===== src/common/alc_pkg.sv =====
// Package of constants and carrier types for the alert, limit and calibration register bank.
// Behaviour
// - Only highest enabled limit function is compared
// - Shunt above threshold asserts alert when enabled
// - Shunt below threshold asserts alert when enabled
// - Bus above threshold asserts alert when enabled
// - Bus below threshold asserts alert when enabled
// - Power above threshold asserts alert when enabled
// - Conversion ready asserts alert when enabled
// - Alert flag shows an enabled function active
// - Ready flag sets when conversion cycle completes
// - Ready flag clears on select read, or on config write outside power-down
// - Overflow flag marks invalid current or power
// - Sense bit chooses active low or high alert
// - Transparent mode releases alert when condition ends
// - Latch mode holds alert until select read
// - Threshold register is the comparison value
// - Calibration stores all 16 bits, only the low 15 drive the output
// - Maker register returns a fixed code
// - Die register returns device and revision codes
// - Calibration, select and threshold reset to zero
// - Shunt result compared as signed value
// - Bus result compared as non-negative value
// - Config write restarts conversion with new settings
package alc_pkg;
    localparam logic [7:0]  ALC_ADDR_CAL   = 8'h05;
    localparam logic [7:0]  ALC_ADDR_SEL   = 8'h06;
    localparam logic [7:0]  ALC_ADDR_THR   = 8'h07;
    localparam logic [7:0]  ALC_ADDR_MAKER = 8'hfe;
    localparam logic [7:0]  ALC_ADDR_DIE   = 8'hff;
    localparam int          ALC_B_SOL      = 15;
    localparam int          ALC_B_SUL      = 14;
    localparam int          ALC_B_BOL      = 13;
    localparam int          ALC_B_BUL      = 12;
    localparam int          ALC_B_POL      = 11;
    localparam int          ALC_B_CONVERSION_READY_ALERT_ENABLE     = 10;
    localparam int          ALC_B_AFF      = 4;
    localparam int          ALC_B_CONVERSION_READY_FLAG     = 3;
    localparam int          ALC_B_OVF      = 2;
    localparam int          ALC_B_SENSE    = 1;
    localparam int          ALC_B_LATCH    = 0;
    localparam logic [15:0] ALC_CAL_MASK   = 16'h7fff;
    localparam logic [15:0] ALC_SEL_WMASK  = 16'hfc03;
    localparam logic [15:0] ALC_RST_VAL    = 16'h0000;
    localparam logic [2:0]  ALC_MODE_OFF_A = 3'h0;
    localparam logic [2:0]  ALC_MODE_OFF_B = 3'h4;
    // Register access request from the serial transaction layer.
    typedef struct packed {
        logic        wr;
        logic        rd;
        logic [7:0]  addr;
        logic [15:0] wdata;
    } alc_req_t;
    // One finished conversion from the converter.
    typedef struct packed {
        logic        done;
        logic        ovf;
        logic [15:0] shunt;
        logic [15:0] bus;
        logic [15:0] power;
    } alc_conv_t;
    typedef enum logic [2:0] {
        ALC_F_NONE, ALC_F_SOL, ALC_F_SUL, ALC_F_BOL, ALC_F_BUL, ALC_F_POL
    } alc_func_t;
endpackage


===== src/core/alc_limit_cmp.sv =====
`timescale 1ns/1ps
// Priority selector and limit comparator for the alert functions.
module alc_limit_cmp
    import alc_pkg::*;
(
    // Selection and threshold
    input  wire logic [15:0] sel,
    input  wire logic [15:0] thr,
    // Conversion results
    input  wire alc_conv_t   conv,
    // Result
    output alc_func_t        func,
    output logic             hit
);
    always_comb begin
        func = ALC_F_NONE;
        if (sel[ALC_B_SOL]) begin
            func = ALC_F_SOL;
        end else if (sel[ALC_B_SUL]) begin
            func = ALC_F_SUL;
        end else if (sel[ALC_B_BOL]) begin
            func = ALC_F_BOL;
        end else if (sel[ALC_B_BUL]) begin
            func = ALC_F_BUL;
        end else if (sel[ALC_B_POL]) begin
            func = ALC_F_POL;
        end
    end
    always_comb begin
        unique case (func)
            ALC_F_SOL: hit = $signed(conv.shunt) > $signed(thr);
            ALC_F_SUL: hit = $signed(conv.shunt) < $signed(thr);
            ALC_F_BOL: hit = {1'b0, conv.bus[14:0]} > thr;
            ALC_F_BUL: hit = {1'b0, conv.bus[14:0]} < thr;
            ALC_F_POL: hit = conv.power > thr;
            default:   hit = 1'b0;
        endcase
    end
endmodule


===== src/core/alc_id_rom.sv =====
`timescale 1ns/1ps
// Read-only identification words.
module alc_id_rom #(
    // Arbitrary neutral identification values.
    parameter logic [15:0] MAKER_CODE = 16'h0a5a,
    parameter logic [11:0] DEVICE_CODE = 12'h123,
    parameter logic [3:0]  REV_CODE   = 4'h1
) (
    // Identification words
    output logic [15:0] maker_code_bits,
    output logic [15:0] die_code
);
    assign maker_code_bits = MAKER_CODE;
    assign die_code = {DEVICE_CODE, REV_CODE};
endmodule


===== src/core/alc_regs.sv =====
`timescale 1ns/1ps
// Register bank with alert selection, flags, threshold, calibration and identification.
module alc_regs
    import alc_pkg::*;
(
    // Clock and reset
    input  wire logic        core_clk,
    input  wire logic        sys_rst,
    // Register access
    input  wire alc_req_t    req,
    output logic [15:0]      rdata_q,
    // Configuration register write seen by the bank
    input  wire logic        cfg_wr,
    input  wire logic [2:0]  cfg_mode,
    // Converter
    input  wire alc_conv_t   conv,
    output logic             conv_restart_q,
    // Alert pin and calibration
    output logic             alert_q,
    output logic [14:0]      calibration_value_q
);
    logic [15:0] sel_q;
    logic [15:0] thr_q;
    logic [14:0] cal_q;
    logic        cal_rsv_q;
    logic        conversion_ready_flag_q;
    logic        ovf_q;
    logic        aff_q;
    logic        hit_q;
    logic        hit;
    alc_func_t   func;
    logic [15:0] maker_w;
    logic [15:0] die_w;
    logic        sel_rd;
    logic        pwr_down;
    logic        src_now;
    logic        aff_d;
    logic [15:0] sel_view;

    alc_limit_cmp u_cmp (
        .sel  (sel_q),
        .thr  (thr_q),
        .conv (conv),
        .func (func),
        .hit  (hit)
    );

    alc_id_rom u_id (
        .maker_code_bits (maker_w),
        .die_code        (die_w)
    );

    assign sel_rd   = req.rd && (req.addr == ALC_ADDR_SEL);
    assign pwr_down = (cfg_mode == ALC_MODE_OFF_A) || (cfg_mode == ALC_MODE_OFF_B);

    always_ff @(posedge core_clk) begin
        if (sys_rst) begin
            sel_q     <= ALC_RST_VAL;
            thr_q     <= ALC_RST_VAL;
            cal_q     <= 15'h0000;
            cal_rsv_q <= 1'b0;
        end else if (req.wr) begin
            if (req.addr == ALC_ADDR_SEL) begin
                sel_q <= req.wdata & ALC_SEL_WMASK;
            end
            if (req.addr == ALC_ADDR_THR) begin
                thr_q <= req.wdata;
            end
            if (req.addr == ALC_ADDR_CAL) begin
                cal_q     <= req.wdata[14:0];
                cal_rsv_q <= req.wdata[15];
            end
        end
    end

    always_ff @(posedge core_clk) begin
        if (sys_rst) begin
            hit_q <= 1'b0;
        end else if (conv.done) begin
            hit_q <= hit;
        end
    end

    always_ff @(posedge core_clk) begin
        if (sys_rst) begin
            conversion_ready_flag_q <= 1'b0;
        end else if (conv.done) begin
            conversion_ready_flag_q <= 1'b1;
        end else if (sel_rd || (cfg_wr && !pwr_down)) begin
            conversion_ready_flag_q <= 1'b0;
        end
    end

    always_ff @(posedge core_clk) begin
        if (sys_rst) begin
            ovf_q <= 1'b0;
        end else if (conv.done) begin
            ovf_q <= conv.ovf;
        end
    end

    always_ff @(posedge core_clk) begin
        if (sys_rst) begin
            conv_restart_q <= 1'b0;
        end else begin
            conv_restart_q <= cfg_wr;
        end
    end

    always_comb begin
        src_now = hit_q || (sel_q[ALC_B_CONVERSION_READY_ALERT_ENABLE] && conversion_ready_flag_q);
        if (sel_q[ALC_B_LATCH]) begin
            aff_d = src_now || (aff_q && !sel_rd);
        end else begin
            aff_d = src_now;
        end
    end

    always_ff @(posedge core_clk) begin
        if (sys_rst) begin
            aff_q <= 1'b0;
        end else begin
            aff_q <= aff_d;
        end
    end

    always_ff @(posedge core_clk) begin
        if (sys_rst) begin
            alert_q <= 1'b1;
        end else begin
            alert_q <= sel_q[ALC_B_SENSE] ? aff_d : !aff_d;
        end
    end

    always_ff @(posedge core_clk) begin
        if (sys_rst) begin
            calibration_value_q <= 15'h0000;
        end else begin
            calibration_value_q <= cal_q;
        end
    end

    always_comb begin
        sel_view = sel_q;
        sel_view[ALC_B_AFF]  = aff_q;
        sel_view[ALC_B_CONVERSION_READY_FLAG] = conversion_ready_flag_q;
        sel_view[ALC_B_OVF]  = ovf_q;
    end

    // Read data is registered; an unmapped address reads zero.
    always_ff @(posedge core_clk) begin
        if (sys_rst) begin
            rdata_q <= 16'h0000;
        end else if (req.rd) begin
            unique case (req.addr)
                ALC_ADDR_CAL:   rdata_q <= {cal_rsv_q, cal_q};
                ALC_ADDR_SEL:   rdata_q <= sel_view;
                ALC_ADDR_THR:   rdata_q <= thr_q;
                ALC_ADDR_MAKER: rdata_q <= maker_w;
                ALC_ADDR_DIE:   rdata_q <= die_w;
                default:        rdata_q <= 16'h0000;
            endcase
        end
    end
endmodule


===== config.mk =====
export PLATFORM = sky130hd
export DESIGN_NAME = alc_regs
export DESIGN_NICKNAME = d
export VERILOG_FILES = /design/src/common/alc_pkg.sv /design/src/core/alc_limit_cmp.sv /design/src/core/alc_id_rom.sv /design/src/core/alc_regs.sv
export SDC_FILE = /design/constraint.sdc
export NUM_CORES = 1
export LEC_CHECK = 0
export ABC_AREA = 1
export BUFFER_PORTS_ARGS = -buffer_cell sky130_fd_sc_hd__clkbuf_2
export CAP_MARGIN = 5
export CORE_MARGIN = 2
export CORE_UTILIZATION = 50
export DETAILED_ROUTE_END_ITERATION = 8
export HOLD_SLACK_MARGIN = 0.12
export PLACE_DENSITY = 0.8
export SYNTH_ARGS = -nofsm -noshare
export SYNTH_HDL_FRONTEND = slang
export SYNTH_SLANG_ARGS = --single-unit

===== constraint.sdc =====
create_clock -name core_clk -period 4 [get_ports core_clk]
set_input_delay 0.4 -clock core_clk [delete_from_list [all_inputs] [get_ports core_clk]]
set_output_delay 0.4 -clock core_clk [all_outputs]
set_load 0.05 [all_outputs]

==> results.txt <==
Status -> completed
Core Area -> 0.00809 sq mm
Pwr dens -> 316 mW/mm^2
Layout area overhead -> 19.7%
Detailed Route WL -> 10.8 mm
Crit Path Category -> flop to flop
Total grt overflow -> 0
Share of layout cells above drive strength 1 -> 22.1%
Pre-Repair DR Iteration Count -> 5
CTS buffer count -> 9
Cell Area, Synth -> 0.00411 sq mm
Largest net degree at the start of global routing -> 42
Placer Congestion -> 0.838
#FFs+latches synth -> 77
Final setup viols -> 0
Ys Warns -> 0
Hold buffers post-CTS -> 0
Post-synthesis mux area share -> 0%
Critical Path RT -> 4.27 ns
Area of the die -> 0.00896 sq mm
First-pass GRT wire length -> 17.2 mm
Via-to-Cell Ratio -> 5.41
Sequential area share after synthesis -> 37.5%
Slew HR -> 36.3%
Clock transition at path regs -> 0.07 ns
Post-route antenna net violation count -> 0
Min-delay worst type -> input pin to flop
Compound-Gate Fraction of Synth Area -> 22.0%
Power Total -> 1560 uW
Area of the multi-input gates -> 0.00222 sq mm
R2R cell count -> 11
Critical Path AT -> 2.25 ns
R2R Path Start -> thr_q[15]
Register area -> 0.00154 sq mm
RSZ-0062 raised after global routing -> false
Die height -> 94.7 um
Post-DP HPWL -> 8.35 mm
Root buffer cell -> clkbuf_8
Post-Synth Adder-Cell Area -> 14.3%
Measured slew at the worst slew-check pin -> 0.955 ns
Vias -> 4112
Antenna violations before repair -> 0
Period utilization -> 49.5%
Clk buf depth -> 2
Crit. Startpoint -> thr_q[15]
Critical-path maximum fanout -> 6
Diode count -> 0
Starting density of the core -> 50.8%
TritonCTS clock tree -> yes
Post-route DRC -> 0
Worst skew pair latency -> 0.35 ns
Post-cts sizing count -> 0
Setup TNS -> 0 ns
Fillers -> 787
Final Hold Fails -> 0
Ports -> 115
Post-synthesis cell type count -> 32
Wirelength per Cell -> 14.2 um
Avg Inst Size Synth -> 7.53 sq um
Period minus WS final -> 1.98 ns
I/O Buffers -> 112
CP endpoint kind -> flop
HP Start -> cfg_wr
CTS H-tree depth -> 3
Fmax -> 505 MHz
Clk sinks -> 77
XOR/XNOR share of the synthesized area -> 0%
Number of post-CTS setup repair buffers -> 0
Synthesized netlist net count -> 675
Largest family of logic cells by synthesized area -> compound AO/OA/AOI/OAI gates
Static leakage -> 0.00222 uW
Synth Instances -> 546
Dominant cell type by area after synthesis -> dfxtp_1
Max-cap violation count -> 0
Final net count -> 779
Vias in the first global route -> 3816
Synth top area share -> 37.5%
Total track usage -> 24.8%
Crit start category -> flop
Clk_skew -> 0.00512 ns
Hold slack -> 0.257 ns
Worst VDD drop -> 140 uV
Row count -> 33
Synth area leaders -> dfxtp_1 (38%), ha_1 (14%), a21oi_1 (10%)
Die Span X -> 94.7 um
Fin. max-slew vios -> 0
Post-synthesis simple-gate area fraction -> 17.7%
Hold path depth -> 3
First DRT Iteration DRCs -> 201
## cells in the mapped netlist, drive strengths merged
library cell  instances
dfxtp                77
clkbuf               14
nand2                91
o21a                  2
nand4                 5
o21ai                62
a21oi                84
o221ai                2
a21o                  1
nor2                 50
o22ai                15
nand3b                1
ha                   47
nand3                15
buf                   5
inv                  69
nor3                  3
o31ai                 3
## state kept, by name (all words and copies together), names as in the netlist
| register | cells |
|---|---|
| rdata_q | 16 |
| thr_q | 16 |
| cal_q | 15 |
| calibration_value_q | 15 |
| sel_q | 8 |
| aff_q | 1 |
| alert_q | 1 |
| cal_rsv_q | 1 |
| conv_restart_q | 1 |
| conversion_ready_flag_q | 1 |
| hit_q | 1 |
| ovf_q | 1 |
## final timing paths
kind                             end  slack [ns]
max                            hit_q        2.02
min                   conv_restart_q        0.26
max reg2reg                    hit_q        2.02
min reg2reg  calibration_value_q[14]        0.46
## cells by family (layout without fill, tap and decap cells)
family          Yosys count  count (layout)
compound gates          169             169
simple gates            165             165
buf+inv                  88             197
flops                    77              77
fa+ha+maj                47              47
## worst max-delay path: stages (launching register included)
cell and delay, ns:
dfxtp_1 0.31, inv_1 0.19, ha_1 0.33, a21oi_1 0.16, o21ai_0 0.09, a21oi_1 0.24, nand2_1 0.12, nand2_1 0.09
nand3_1 0.07, nand3_1 0.12, nand2_1 0.06, a21oi_1 0.12
## power by group
part	switching, uW	total (uW)	internal [uW]
sequential	1.89	771	769
clock	275	624	349
combinational	93.7	161	67.4
## routing by layer
layer | routed length, um | GRT usage, % | up-vias | part of all wire (%)
met3 | 809 | 6.15 | 17 | 7.5
met5 | 0 | 0 | - | 0
li1 | - | - | 2045 | -
met4 | 199 | 7.73 | 0 | 1.8
met1 | 4550 | 31.0 | 1881 | 42
met2 | 5240 | 41.9 | 169 | 49
## cell type report
| cell class | instances | share of cell area, % |
|---|---|---|
| Multi-Input combinational cell | 381 | 45.1 |
| Sequential cell | 77 | 31.3 |
| Timing Repair Buffer | 112 | 11.4 |
| Tap cell | 105 | 2.67 |
| Inverter | 69 | 5.32 |
| Clock inverter | 5 | 1.53 |
| Clock buffer | 11 | 2.67 |
## cells in the final DEF (no fill, tap or decap)
master     Yosys  final
nand2_2        2      2
nor2_2         1      1
o21ai_1        7      7
nor2_8         1      1
a21o_1         1      1
nand2_1       86     86
ha_1          47     47
clkbuf_2       0    112
a21oi_1       82     82
nand4_1        4      4
nor3_1         3      3
a21oi_2        2      2
nand2_4        3      3
clkbuf_1      14      2
o22ai_1       15     15
o21ai_2        1      1
nand4_2        1      1
nor2_1        48     48
clkinv_2       0      3
clkbuf_8       0      9
o221ai_1       1      1
nand3b_1       1      1
inv_1         65     65
nand3_1       12     12
inv_4          1      1
nand3_2        3      3
inv_2          3      3
bufinv_16      0      2
dfxtp_1       77     77
o21a_1         2      2
o221ai_2       1      1
o31ai_1        3      3
o21ai_0       54     54
## through the flow
step                      area, sq um  std cells  utilization (%)  worst slack (ns)
final                            4920        760             60.8              2.02
after global routing             4920        760             60.8              1.85
after CTS                        4920        760             60.8              2.07
after detailed placement         4710        744             58.2              1.78
after global placement           4710        744             58.2              1.85
after floorplan                  4110        546                -              2.40
Power figures use the tool's default switching activity.
